## config.mk

```make
export PLATFORM = sky130hd
export DESIGN_NAME = ufl_core
export DESIGN_NICKNAME = d
export VERILOG_FILES = /design/src/ufl_pkg.sv /design/src/ufl_core.sv
export VERILOG_INCLUDE_DIRS = /design/src
export SDC_FILE = /design/constraint.sdc
export NUM_CORES = 1
export LEC_CHECK = 0
export BUFFER_PORTS_ARGS = -buffer_cell sky130_fd_sc_hd__buf_4
export CAP_MARGIN = 10
export CELL_PAD_IN_SITES_DETAIL_PLACEMENT = 1
export CELL_PAD_IN_SITES_GLOBAL_PLACEMENT = 1
export CORE_AREA = 8 8 144 146
export DETAILED_ROUTE_END_ITERATION = 7
export DIE_AREA = 0 0 152 154
export PLACE_DENSITY_LB_ADDON = 0.2
export REMOVE_ABC_BUFFERS = 1
export SKIP_CTS_REPAIR_TIMING = 1
export SLEW_MARGIN = 40
export SYNTH_ARGS = -nofsm -noshare
export SYNTH_HDL_FRONTEND = slang
export SYNTH_SLANG_ARGS = --single-unit
export TNS_END_PERCENT = 100
```

## constraint.sdc

```tcl
create_clock -name mclk -period 3.95 [get_ports mclk]
set_input_delay 0.79 -clock mclk [delete_from_list [all_inputs] [get_ports mclk]]
set_output_delay 0.79 -clock mclk [all_outputs]
set_load 0.005 [all_outputs]
```

## src/ufl_defines.svh

```systemverilog
// register offsets, reset values and frame counts for the frame/loop control block
`ifndef UFL_DEFINES_SVH
`define UFL_DEFINES_SVH

// register byte offsets
`define UFL_OFF_FRAME_CTRL 8'h00
`define UFL_OFF_AUX_CTRL   8'h04
`define UFL_OFF_STATUS     8'h08
`define UFL_OFF_DATA       8'h0C
`define UFL_OFF_BIT_PERIOD 8'h10

// reset values
`define UFL_RST_FRAME_CTRL 8'h00
`define UFL_RST_AUX_CTRL   5'h00
`define UFL_RST_BIT_PERIOD 16'h01B2

// status bit positions
`define UFL_ST_RX_FULL 0
`define UFL_ST_PAR_ERR 1
`define UFL_ST_FRM_ERR 2
`define UFL_ST_IDLE    3
`define UFL_ST_TX_BUSY 4

// character and idle counts
`define UFL_LAST_BIT_8 4'h7
`define UFL_LAST_BIT_9 4'h8
`define UFL_IDLE_BITS_8 4'hA
`define UFL_IDLE_BITS_9 4'hB

`endif

```

## src/ufl_pkg.sv

```systemverilog
// types shared by the frame/loop control block
`default_nettype none
package ufl_pkg;

  // first control register, bit 7 down to bit 0
  typedef struct packed {
    logic loop_select;
    logic wait_clock_freeze;
    logic receiver_source_select;
    logic nine_bit_select;
    logic wake_addr_mark;
    logic idle_type_select;
    logic parity_enable;
    logic parity_odd_select;
  } ufl_frame_ctrl_t;

  // auxiliary control register, bit 4 down to bit 0
  typedef struct packed {
    logic tx_bit8;
    logic rx_wake_standby;
    logic single_wire_out_dir;
    logic tx_on;
    logic rx_on;
  } ufl_aux_ctrl_t;

  // transmit pin drive pair
  typedef struct packed {
    logic oe;
    logic out;
  } ufl_txd_drive_t;

  typedef enum logic [3:0] {
    UFL_IDLE  = 4'h1,
    UFL_START = 4'h2,
    UFL_DATA  = 4'h4,
    UFL_STOP  = 4'h8
  } ufl_state_t;

endpackage : ufl_pkg
`default_nettype wire

```

## src/ufl_core.sv

```systemverilog
// serial transceiver with frame, loop and parity control behind a wishbone slave
//
// Behaviour
// loop clear: separate receive and transmit pins
// loop set: transmitter feeds receiver internally
// loop set: receive pin unused
// source select ignored while loop clear
// loop, source clear: internal loopback only
// loop, source set: single wire on transmit pin
// freeze clear: clocks run in wait
// freeze set: clocks stop in wait
// eight-bit mode: start, 8 data, stop
// nine-bit mode: start, 9 data, stop
// wake bit picks idle or address-mark
// idle count after start or stop bit
// idle type set ignores stop, trailing ones
// parity enabled: generate, check, MSB is parity
// parity disabled: no generation or check
// parity type: 0 even, 1 odd
// control register read/write, resets to zero
// loop set releases receive pin to port
// direction bit steers single-wire transmit pin
// mismatching received parity flags an error
//
// The implementer's own choices: the placing of the registers and the Wishbone register port.
`include "ufl_defines.svh"
`default_nettype none
module ufl_core (
  // clock, reset and enable
  input  wire logic                  mclk,
  input  wire logic                  nrst,
  input  wire logic                  clk_en,
  // processor wait state
  input  wire logic                  cpu_wait,
  // wishbone slave
  input  wire logic                  wb_cyc_i,
  input  wire logic                  wb_stb_i,
  input  wire logic                  wb_we_i,
  input  wire logic [7:0]            wb_adr_i,
  input  wire logic [3:0]            wb_sel_i,
  input  wire logic [31:0]           wb_dat_i,
  output logic                       wb_ack_o,
  output logic [31:0]                wb_dat_o,
  // serial pins
  input  wire logic                  rxd_pin_i,
  input  wire logic                  txd_pin_i,
  output ufl_pkg::ufl_txd_drive_t    txd_drive_o,
  output logic                       rxd_pin_used_o
);
  import ufl_pkg::*;

  ufl_frame_ctrl_t frame_reg;
  ufl_aux_ctrl_t   aux_reg;
  logic [15:0]     period_reg;
  logic            rx_full_reg, par_err_reg, frm_err_reg, idle_flag_reg;
  logic [8:0]      rx_data_reg;
  logic            rxd_s1_reg, rxd_s2_reg, txd_s1_reg, txd_s2_reg;
  ufl_state_t      tx_state, rx_state;
  logic [15:0]     tx_cnt, rx_cnt;
  logic [3:0]      tx_idx, rx_idx, idle_cnt;
  logic [8:0]      tx_shift, rx_shift;
  logic            tx_line_reg, rx_prev_reg, idle_armed_reg;
  logic            run, acc, wr, rd_fire, tx_load, tx_tick, rx_tick, rx_half;
  logic            rx_line, rx_done, rx_msb, rx_perr, rx_accept, idle_hit;
  logic [3:0]      last_bit, idle_need;
  logic [31:0]     rd_next;

  function automatic logic at_off(input logic [7:0] a, input logic [7:0] off);
    return a == off;
  endfunction : at_off

  // parity over the data bits below the character's top bit
  function automatic logic par_bit(input logic [8:0] d, input logic nine, input logic odd);
    return (nine ? ^d[7:0] : ^d[6:0]) ^ odd;
  endfunction : par_bit

  // state advances only while enabled and not frozen by wait
  assign run = clk_en & ~(cpu_wait & frame_reg.wait_clock_freeze);

  // bus strobes: writes and read side effects land on the edge the master sees ack
  assign acc     = wb_cyc_i & wb_stb_i & ~wb_ack_o;
  assign wr      = clk_en & wb_cyc_i & wb_stb_i & wb_we_i & wb_ack_o & wb_sel_i[0];
  assign rd_fire = clk_en & wb_cyc_i & wb_stb_i & ~wb_we_i & wb_ack_o;

  assign last_bit  = frame_reg.nine_bit_select ? `UFL_LAST_BIT_9 : `UFL_LAST_BIT_8;
  assign idle_need = frame_reg.nine_bit_select ? `UFL_IDLE_BITS_9 : `UFL_IDLE_BITS_8;
  assign tx_tick   = run & (tx_cnt == period_reg - 16'h0001);
  assign rx_tick   = run & (rx_cnt == period_reg - 16'h0001);
  assign rx_half   = run & (rx_cnt == {1'b0, period_reg[15:1]});
  assign tx_load   = run & wr & at_off(wb_adr_i, `UFL_OFF_DATA) & aux_reg.tx_on
                     & (tx_state == UFL_IDLE);

  // receiver input source
  always_comb begin
    if (!frame_reg.loop_select) begin
      rx_line = rxd_s2_reg;
    end else if (!frame_reg.receiver_source_select) begin
      rx_line = tx_line_reg;
    end else if (aux_reg.single_wire_out_dir) begin
      rx_line = tx_line_reg;
    end else begin
      rx_line = txd_s2_reg;
    end
  end

  // pin synchronisers; the receive pin is ignored in loop modes by the mux above
  always_ff @(posedge mclk or negedge nrst) begin
    if (!nrst) begin
      rxd_s1_reg <= 1'b1;
      rxd_s2_reg <= 1'b1;
      txd_s1_reg <= 1'b1;
      txd_s2_reg <= 1'b1;
    end else if (clk_en) begin
      rxd_s1_reg <= rxd_pin_i;
      rxd_s2_reg <= rxd_s1_reg;
      txd_s1_reg <= txd_pin_i;
      txd_s2_reg <= txd_s1_reg;
    end
  end

  // ack one cycle after the request is seen
  always_ff @(posedge mclk or negedge nrst) begin
    if (!nrst) begin
      wb_ack_o <= 1'b0;
    end else if (clk_en) begin
      wb_ack_o <= acc;
    end
  end

  // read mux; unmapped addresses read zero
  always_comb begin
    rd_next = 32'h0000_0000;
    if (at_off(wb_adr_i, `UFL_OFF_FRAME_CTRL)) begin
      rd_next[7:0] = frame_reg;
    end else if (at_off(wb_adr_i, `UFL_OFF_AUX_CTRL)) begin
      rd_next[4:0] = aux_reg;
    end else if (at_off(wb_adr_i, `UFL_OFF_STATUS)) begin
      rd_next[`UFL_ST_RX_FULL] = rx_full_reg;
      rd_next[`UFL_ST_PAR_ERR] = par_err_reg;
      rd_next[`UFL_ST_FRM_ERR] = frm_err_reg;
      rd_next[`UFL_ST_IDLE]    = idle_flag_reg;
      rd_next[`UFL_ST_TX_BUSY] = (tx_state != UFL_IDLE);
    end else if (at_off(wb_adr_i, `UFL_OFF_DATA)) begin
      rd_next[8:0] = rx_data_reg;
    end else if (at_off(wb_adr_i, `UFL_OFF_BIT_PERIOD)) begin
      rd_next[15:0] = period_reg;
    end
  end

  always_ff @(posedge mclk or negedge nrst) begin
    if (!nrst) begin
      wb_dat_o <= 32'h0000_0000;
    end else if (clk_en && acc) begin
      wb_dat_o <= rd_next;
    end
  end

  // first control register, plain read/write
  always_ff @(posedge mclk or negedge nrst) begin
    if (!nrst) begin
      frame_reg <= `UFL_RST_FRAME_CTRL;
    end else if (wr && at_off(wb_adr_i, `UFL_OFF_FRAME_CTRL)) begin
      frame_reg <= ufl_frame_ctrl_t'(wb_dat_i[7:0]);
    end
  end

  // auxiliary control; wakeup clears standby in hardware
  always_ff @(posedge mclk or negedge nrst) begin
    if (!nrst) begin
      aux_reg <= `UFL_RST_AUX_CTRL;
    end else if (wr && at_off(wb_adr_i, `UFL_OFF_AUX_CTRL)) begin
      aux_reg <= ufl_aux_ctrl_t'(wb_dat_i[4:0]);
    end else if (aux_reg.rx_wake_standby && frame_reg.wake_addr_mark && rx_done && rx_msb) begin
      aux_reg.rx_wake_standby <= 1'b0;
    end else if (aux_reg.rx_wake_standby && !frame_reg.wake_addr_mark && idle_hit) begin
      aux_reg.rx_wake_standby <= 1'b0;
    end
  end

  // bit period; a value below two cycles is not meaningful
  always_ff @(posedge mclk or negedge nrst) begin
    if (!nrst) begin
      period_reg <= `UFL_RST_BIT_PERIOD;
    end else if (wr && at_off(wb_adr_i, `UFL_OFF_BIT_PERIOD)) begin
      period_reg <= wb_dat_i[15:0];
    end
  end

  // transmitter
  always_ff @(posedge mclk or negedge nrst) begin
    if (!nrst) begin
      tx_state    <= UFL_IDLE;
      tx_cnt      <= 16'h0000;
      tx_idx      <= 4'h0;
      tx_shift    <= 9'h000;
      tx_line_reg <= 1'b1;
    end else if (tx_load) begin
      tx_shift <= {aux_reg.tx_bit8, wb_dat_i[7:0]};
      if (frame_reg.parity_enable && frame_reg.nine_bit_select) begin
        tx_shift[8] <= par_bit({1'b0, wb_dat_i[7:0]}, 1'b1, frame_reg.parity_odd_select);
      end else if (frame_reg.parity_enable) begin
        tx_shift[7] <= par_bit({1'b0, wb_dat_i[7:0]}, 1'b0, frame_reg.parity_odd_select);
      end
      tx_state    <= UFL_START;
      tx_cnt      <= 16'h0000;
      tx_line_reg <= 1'b0;
    end else if (run && tx_state != UFL_IDLE) begin
      tx_cnt <= tx_tick ? 16'h0000 : tx_cnt + 16'h0001;
      if (tx_tick) begin
        case (tx_state)
          UFL_START: begin
            tx_state    <= UFL_DATA;
            tx_idx      <= 4'h0;
            tx_line_reg <= tx_shift[0];
            tx_shift    <= {1'b0, tx_shift[8:1]};
          end
          UFL_DATA: begin
            if (tx_idx == last_bit) begin
              tx_state    <= UFL_STOP;
              tx_line_reg <= 1'b1;
            end else begin
              tx_idx      <= tx_idx + 4'h1;
              tx_line_reg <= tx_shift[0];
              tx_shift    <= {1'b0, tx_shift[8:1]};
            end
          end
          default: begin
            tx_state <= UFL_IDLE;
          end
        endcase
      end
    end
  end

  // pin drive: single-wire mode listens on the pin unless the direction bit is set
  always_ff @(posedge mclk or negedge nrst) begin
    if (!nrst) begin
      txd_drive_o    <= '0;
      rxd_pin_used_o <= 1'b0;
    end else if (clk_en) begin
      txd_drive_o.out <= tx_line_reg;
      txd_drive_o.oe  <= aux_reg.tx_on & (~(frame_reg.loop_select
                         & frame_reg.receiver_source_select)
                         | aux_reg.single_wire_out_dir);
      rxd_pin_used_o  <= aux_reg.rx_on & ~frame_reg.loop_select;
    end
  end

  // end-of-character decode
  assign rx_done   = rx_tick & (rx_state == UFL_STOP);
  assign rx_msb    = frame_reg.nine_bit_select ? rx_shift[8] : rx_shift[7];
  assign rx_perr   = frame_reg.parity_enable &
                     (par_bit(rx_shift, frame_reg.nine_bit_select,
                              frame_reg.parity_odd_select) != rx_msb);
  assign rx_accept = rx_done & (~aux_reg.rx_wake_standby | (frame_reg.wake_addr_mark & rx_msb));

  // receiver; the start bit is confirmed at its middle
  always_ff @(posedge mclk or negedge nrst) begin
    if (!nrst) begin
      rx_state    <= UFL_IDLE;
      rx_cnt      <= 16'h0000;
      rx_idx      <= 4'h0;
      rx_shift    <= 9'h000;
      rx_prev_reg <= 1'b1;
    end else if (run) begin
      rx_prev_reg <= rx_line;
      rx_cnt      <= rx_tick ? 16'h0000 : rx_cnt + 16'h0001;
      case (rx_state)
        UFL_IDLE: begin
          if (aux_reg.rx_on && rx_prev_reg && !rx_line) begin
            rx_state <= UFL_START;
            rx_cnt   <= 16'h0000;
          end
        end
        UFL_START: begin
          if (rx_half) begin
            rx_state <= rx_line ? UFL_IDLE : UFL_DATA;
            rx_cnt   <= 16'h0000;
            rx_idx   <= 4'h0;
          end
        end
        UFL_DATA: begin
          if (rx_tick) begin
            rx_shift[rx_idx] <= rx_line;
            rx_idx           <= rx_idx + 4'h1;
            if (rx_idx == last_bit) begin
              rx_state <= UFL_STOP;
            end
          end
        end
        default: begin
          if (rx_tick) begin
            rx_state <= UFL_IDLE;
          end
        end
      endcase
    end
  end

  // received data and status flags; a new event wins over a clear in the same cycle
  always_ff @(posedge mclk or negedge nrst) begin
    if (!nrst) begin
      rx_data_reg   <= 9'h000;
      rx_full_reg   <= 1'b0;
      par_err_reg   <= 1'b0;
      frm_err_reg   <= 1'b0;
      idle_flag_reg <= 1'b0;
    end else begin
      if (rx_accept) begin
        rx_data_reg <= frame_reg.nine_bit_select ? rx_shift : {1'b0, rx_shift[7:0]};
      end
      rx_full_reg <= rx_accept |
                     (rx_full_reg & ~(rd_fire & at_off(wb_adr_i, `UFL_OFF_DATA)));
      if (rx_accept || (wr && at_off(wb_adr_i, `UFL_OFF_STATUS))) begin
        par_err_reg <= (rx_accept & rx_perr) |
                       (par_err_reg & ~(wr & wb_dat_i[`UFL_ST_PAR_ERR]));
        frm_err_reg <= (rx_accept & ~rx_line) |
                       (frm_err_reg & ~(wr & wb_dat_i[`UFL_ST_FRM_ERR]));
      end
      idle_flag_reg <= idle_hit |
                       (idle_flag_reg & ~(wr & at_off(wb_adr_i, `UFL_OFF_STATUS)
                                          & wb_dat_i[`UFL_ST_IDLE]));
    end
  end

  assign idle_hit = run & idle_armed_reg & (idle_cnt >= idle_need);

  // idle-line counter: high bit times, from the start bit or only after the stop bit
  always_ff @(posedge mclk or negedge nrst) begin
    if (!nrst) begin
      idle_cnt       <= 4'h0;
      idle_armed_reg <= 1'b0;
    end else if (run) begin
      if (rx_state == UFL_START) begin
        idle_armed_reg <= 1'b1;
      end else if (idle_hit) begin
        idle_armed_reg <= 1'b0;
      end
      if (rx_state == UFL_START || !aux_reg.rx_on) begin
        idle_cnt <= 4'h0;
      end else if (rx_tick) begin
        if (rx_state == UFL_IDLE || !frame_reg.idle_type_select) begin
          idle_cnt <= !rx_line ? 4'h0 : (idle_cnt == 4'hF ? idle_cnt : idle_cnt + 4'h1);
        end else begin
          idle_cnt <= 4'h0;
        end
      end
    end
  end
endmodule : ufl_core
`default_nettype wire

```

# ---- After elaboration in Yosys (flattened, before gate mapping)
# Cells that the tools add are included.
dict set report totals {
  ff_bits 139
  output_inout_bits 36
}
dict set report classes {
  add_sub_neg 6
  magnitude_cmp 3
  n_eq_ne 27
  n_mux 67
  bitwise_logic 59
  reduce_logical 45
}
# cell count
set ops {}
lappend ops {{16-bit two-way mux} 7}
lappend ops {{4-bit two-way mux} 18}
lappend ops {{9-bit two-way mux} 6}
lappend ops {{1-bit AND} 38}
lappend ops {{16-bit by 1-bit adder with 16-bit output, second input constant} 2}
lappend ops {{16-bit == test} 2}
lappend ops {{16-bit case mux with 2 select lines} 1}
lappend ops {{4-bit case mux with 2 select lines} 3}
lappend ops {{11-bit two-way mux} 2}
lappend ops {{1-bit two-way mux} 19}
lappend ops {{9-bit case mux with 2 select lines} 1}
lappend ops {{16-bit by 15-bit == test with 1-bit output} 1}
lappend ops {{8-bit by 4-bit == test with 1-bit output, second input constant} 2}
lappend ops {{8-bit two-way mux} 2}
lappend ops {{8-bit parity} 2}
lappend ops {{16-bit by 1-bit subtractor with 16-bit output, second input constant} 1}
lappend ops {{1-bit logical AND} 15}
lappend ops {{7-bit parity} 2}
lappend ops {{4-bit by 1-bit adder with 4-bit output, second input constant} 3}
lappend ops {{1-bit NOT} 12}
lappend ops {{4-bit case mux with 3 select lines} 1}
lappend ops {{3-bit AND reduction} 4}
lappend ops {{2-bit nonzero test} 6}
lappend ops {{5-bit two-way mux} 2}
lappend ops {{30 further kinds} 55}

# ---- Depth between registers and ports, before layout
dict set report depth {
  ltp_word 11
  ltp_mapped 15
  depth_no_buf 10
}

# ---- Worst setup path before layout
# Ideal clock, no wire load.
dict set report synth_path {
  path_type {register to register}
  startpoint {reg period_reg[0]}
  endpoint {reg idle_cnt[0]}
  arrival_ps 3248
  required_ps 3822
  slack_ps 575
  stages_incl_launch_ff 13
  path_buffers 3
  cell_sequence {dfrtp_1 > buf_2 > inv_1 > ha_1 > or3b_1 > buf_2 > or4_1 > clkbuf_1 > xor2_1 > o211ai_4 > nor4_4 > o221ai_2 > mux2_1}
}
dict set report synth_between {
  elab_chain_len 5
}
# item line
set synth_lines {}
lappend synth_lines {{start, declared} ufl_core.sv:54} ;# logic [15:0] period_reg;
lappend synth_lines {{start signal, assigned} ufl_core.sv:183} ;# period_reg <= `UFL_RST_BIT_PERIOD;
lappend synth_lines {{start signal, assigned} ufl_core.sv:185} ;# period_reg <= wb_dat_i[15:0];
lappend synth_lines {{16-bit by 1-bit subtractor with 16-bit output} ufl_core.sv:88} ;# assign rx_tick = run & (rx_cnt == period_reg - 16'h0001);
lappend synth_lines {{16-bit == test} ufl_core.sv:88}
lappend synth_lines {{1-bit AND} ufl_core.sv:88}
lappend synth_lines {{2-bit nonzero test (no line)} -}
lappend synth_lines {{3-bit AND reduction (no line)} -}
lappend synth_lines {{end signal, assigned} ufl_core.sv:343} ;# idle_cnt <= !rx_line ? 4'h0 : (idle_cnt == 4'hF ? idle_cnt : idle_cnt + 4'h1);
lappend synth_lines {{end, declared} ufl_core.sv:60} ;# logic [3:0] tx_idx, rx_idx, idle_cnt;
# Every way passes these cells.
# A chain may end at the register's enable or synchronous reset.

# ---- Final worst setup path
dict set report layout_path {
  startpoint {reg period_reg[1]}
  endpoint {reg idle_cnt[1]}
}
# The elaborated chain is that of the path after synthesis.

==> impl_metrics.json <==
{
  "outcome": "finished, final reports clean",
  "fin_hold_ws_ps": 187,
  "hold_path.class": "in2async",
  "power_density_nw_per_um2": 414,
  "maxSlewHeadroom_pct": 51.2,
  "grt_pass1_wl_um": 43500,
  "fin_crit_ps": 3810,
  "routed_wl_um": 26900,
  "dieHeight_um": 154,
  "async_reset_ff_share_pct": 100,
  "critPathSlowestCell": "or3b_1",
  "root_buffer": "clkbuf_16",
  "dr.first_iter.drc_count": 424,
  "path_cells": "inv_1 > ha_1 > or3b_1 > nor3_1 > xnor3_1 > nand2_1 > or4b_1 > nor4_4 > buf_4 > o221ai_2 > mux2_1",
  "rsz0062_at_grt": "false",
  "synth_edf_count": 0,
  "dieArea_um2": 23400,
  "rows": 50,
  "cp_top_family": "simple AND/OR/NAND/NOR gates",
  "drcViolationCount": 0,
  "io_buffers": 53,
  "drive_above_1_share_pct": 22.1,
  "synth_adder_area_share_pct": 1.46,
  "synth_xor_xnor_area_share_pct": 10.3,
  "grt_pass1_vias": 7746,
  "coreArea_um2": 18500,
  "synth_top_area_share_pct": 36.8,
  "fin_tns_setup_ps": 0,
  "syn-cell-area_um2": 8560,
  "htreeDepth": 4,
  "avgViaCountPerCell": 6.13,
  "critPathCaptureType": "flop",
  "fin_nets": 994,
  "antenna_found_initial": 0,
  "insertion_delay_ps": 430,
  "grt_max_degree": 97,
  "synth_warnings": 0,
  "vdd_drop_max_v": 0.000372,
  "power_leakage_uw": 0.00453,
  "max_stage_delay_ps": 550,
  "drt_pass1_iterations": 4,
  "postSynthAreaPerCell_um2": 9.73,
  "clock.fmax_ghz": 0.263,
  "yosys.area.top_type": "dfrtp_1",
  "finalHoldViolCount": 0,
  "critPathBufInv": 2,
  "dpl.hpwl_um": 19400,
  "clk_pin_slew_worst_paths_ps": 60,
  "diodes": 0,
  "netlist_instances": 880,
  "drv_slew": 0,
  "cp.required_ps": 4260,
  "start_util_pct": 46.4,
  "ios": 89,
  "synth_top_family_by_area": "simple AND/OR/NAND/NOR gates",
  "dpl-instance-area_um2": 9220,
  "ys_ff_latch": 139,
  "finalInstanceArea_um2": 9890,
  "arrival_ps": 4110,
  "die_w_um": 152,
  "synthSimpleGateAreaFrac_pct": 21.2,
  "ant_nets": 0,
  "grt_usage_pct": 23.3,
  "ys.flop_type": "dfrtp_1",
  "fin_skew_ps": 10.5,
  "synthMuxAreaShare_pct": 7.72,
  "critPathMaxFanout": 10,
  "post_drt_wl_per_cell_um": 22.8,
  "crit_type": "reg2reg",
  "yosys-top-cells-area": "dfrtp_1 (37%), mux2_2 (6.8%), xnor2_1 (5.4%), dfstp_2 (4.0%), nand2_1 (4.0%)",
  "worst_pin_slew_ps": 729,
  "dr_total_vias": 7223,
  "gp_congestion": 0.907,
  "syn_to_final_growth_pct": 15.5,
  "ys_seq_area_share_pct": 40.8,
  "startpoint_type": "flop",
  "num-fill-cells": 2063,
  "cts_tree": "yes",
  "synth-compound-area-share_pct": 13.4,
  "cts_buffers": 17,
  "grt_overflow": 0,
  "period_share_pct": 96.4,
  "clock_path_buffers": 2,
  "maxCapViolCount": 0,
  "clock-sinks": 139,
  "finalSetupViolCount": 0,
  "synth_cell_types": 85
}
final timing paths:
path,from,depth (start not counted),slack (ps),end
max,period_reg[1]$_DFFE_PN1P_,11,140,idle_cnt[1]$_DFFE_PN0P_
min,nrst,1,190,tx_idx[0]$_DFFE_PN0P_
max reg2reg,period_reg[1]$_DFFE_PN1P_,11,140,idle_cnt[1]$_DFFE_PN0P_
min reg2reg,rx_prev_reg$_DFFE_PN1P_,2,500,rx_prev_reg$_DFFE_PN1P_
max in group asynchronous,nrst,3,2750,rxd_s2_reg$_DFFE_PN1P_
min in group mclk,rx_prev_reg$_DFFE_PN1P_,2,500,rx_prev_reg$_DFFE_PN1P_
metrics by stage:
step,setup WS (ps),util [%],cells,power [uW]
after floorplan,154,-,827,2060
after global placement,396,49.9,1145,2280
after detailed placement,234,50.0,1145,2330
after CTS,157,53.4,1177,4110
after global routing,12.3,53.6,1178,4250
final,144,53.6,1178,4090
power by group:
group	internal [uW]	switching (uW)	total [uW]	leakage (uW)
Clock	1100	667	1760	0.000303
Combinational	276	367	643	0.00239
Sequential	1520	164	1680	0.00184
Total	2890	1200	4090	0.00453
cell usage in the layout, fill, tap and decap left out, drive strengths merged, types with 5 or more instances in the layout:
cell type | netlist | final
conb | 1 | 16
dfstp | 13 | 13
o211ai | 6 | 6
a21o | 5 | 5
buf | 36 | 85
nand2b | 6 | 6
nand3 | 29 | 29
nor3b | 7 | 7
nor2 | 55 | 55
clkbuf | 32 | 20
o21ai | 44 | 44
nand2 | 91 | 91
xnor3 | 6 | 6
a22oi | 5 | 5
ha | 10 | 10
inv | 22 | 24
o22ai | 7 | 7
a21oi | 22 | 22
dfrtp | 126 | 126
and2 | 5 | 5
nor2b | 12 | 12
or4 | 7 | 7
or3 | 6 | 6
nor4b | 6 | 6
nand4 | 27 | 27
mux2 | 56 | 56
nor3 | 24 | 24
and3 | 20 | 20
nor4 | 12 | 12
xor2 | 27 | 27
xnor2 | 53 | 53
a22o | 20 | 20
a31oi | 10 | 10
cell usage after synthesis, drive strengths merged, types with 5 or more instances:
cell      n
nor3     24
dfrtp   126
a22oi     5
mux2     56
inv      22
xnor2    53
nor3b     7
and3     20
a21oi    22
nand2    91
xor2     27
buf      36
a31oi    10
nor4     12
nor2b    12
or4       7
o21ai    44
nand4    27
dfstp    13
xnor3     6
ha       10
clkbuf   32
o22ai     7
a21o      5
nor2     55
and2      5
nand3    29
a22o     20
nor4b     6
or3       6
nand2b    6
o211ai    6
cell families after synthesis:
family                     after synthesis
AOI/OAI and AO/OA                      163
xor gates and xnor gates                88
adders and majority gates               10
buffers and inverters                   90
DFF                                    139
muxes                                   59
other                                    1
and+or+nand+nor                        330
routing by layer:
metal,wire (um),track usage (%)
met4,820,10.3
met1,11700,28.6
met2,13100,38.7
met5,0,0
met3,1250,5.35
final cells by class:
cell class | count | area [um^2] | area share, %
clock buffers | 20 | 457 | 4.62
clock inverters | 12 | 186 | 1.89
multi-input cells | 666 | 4710 | 47.6
repair buffers | 85 | 666 | 6.73
inverters | 22 | 82.6 | 0.835
well taps | 234 | 293 | 2.96
flip-flops and latches | 139 | 3490 | 35.3
Note: power is estimated with default switching activity, not from simulation.
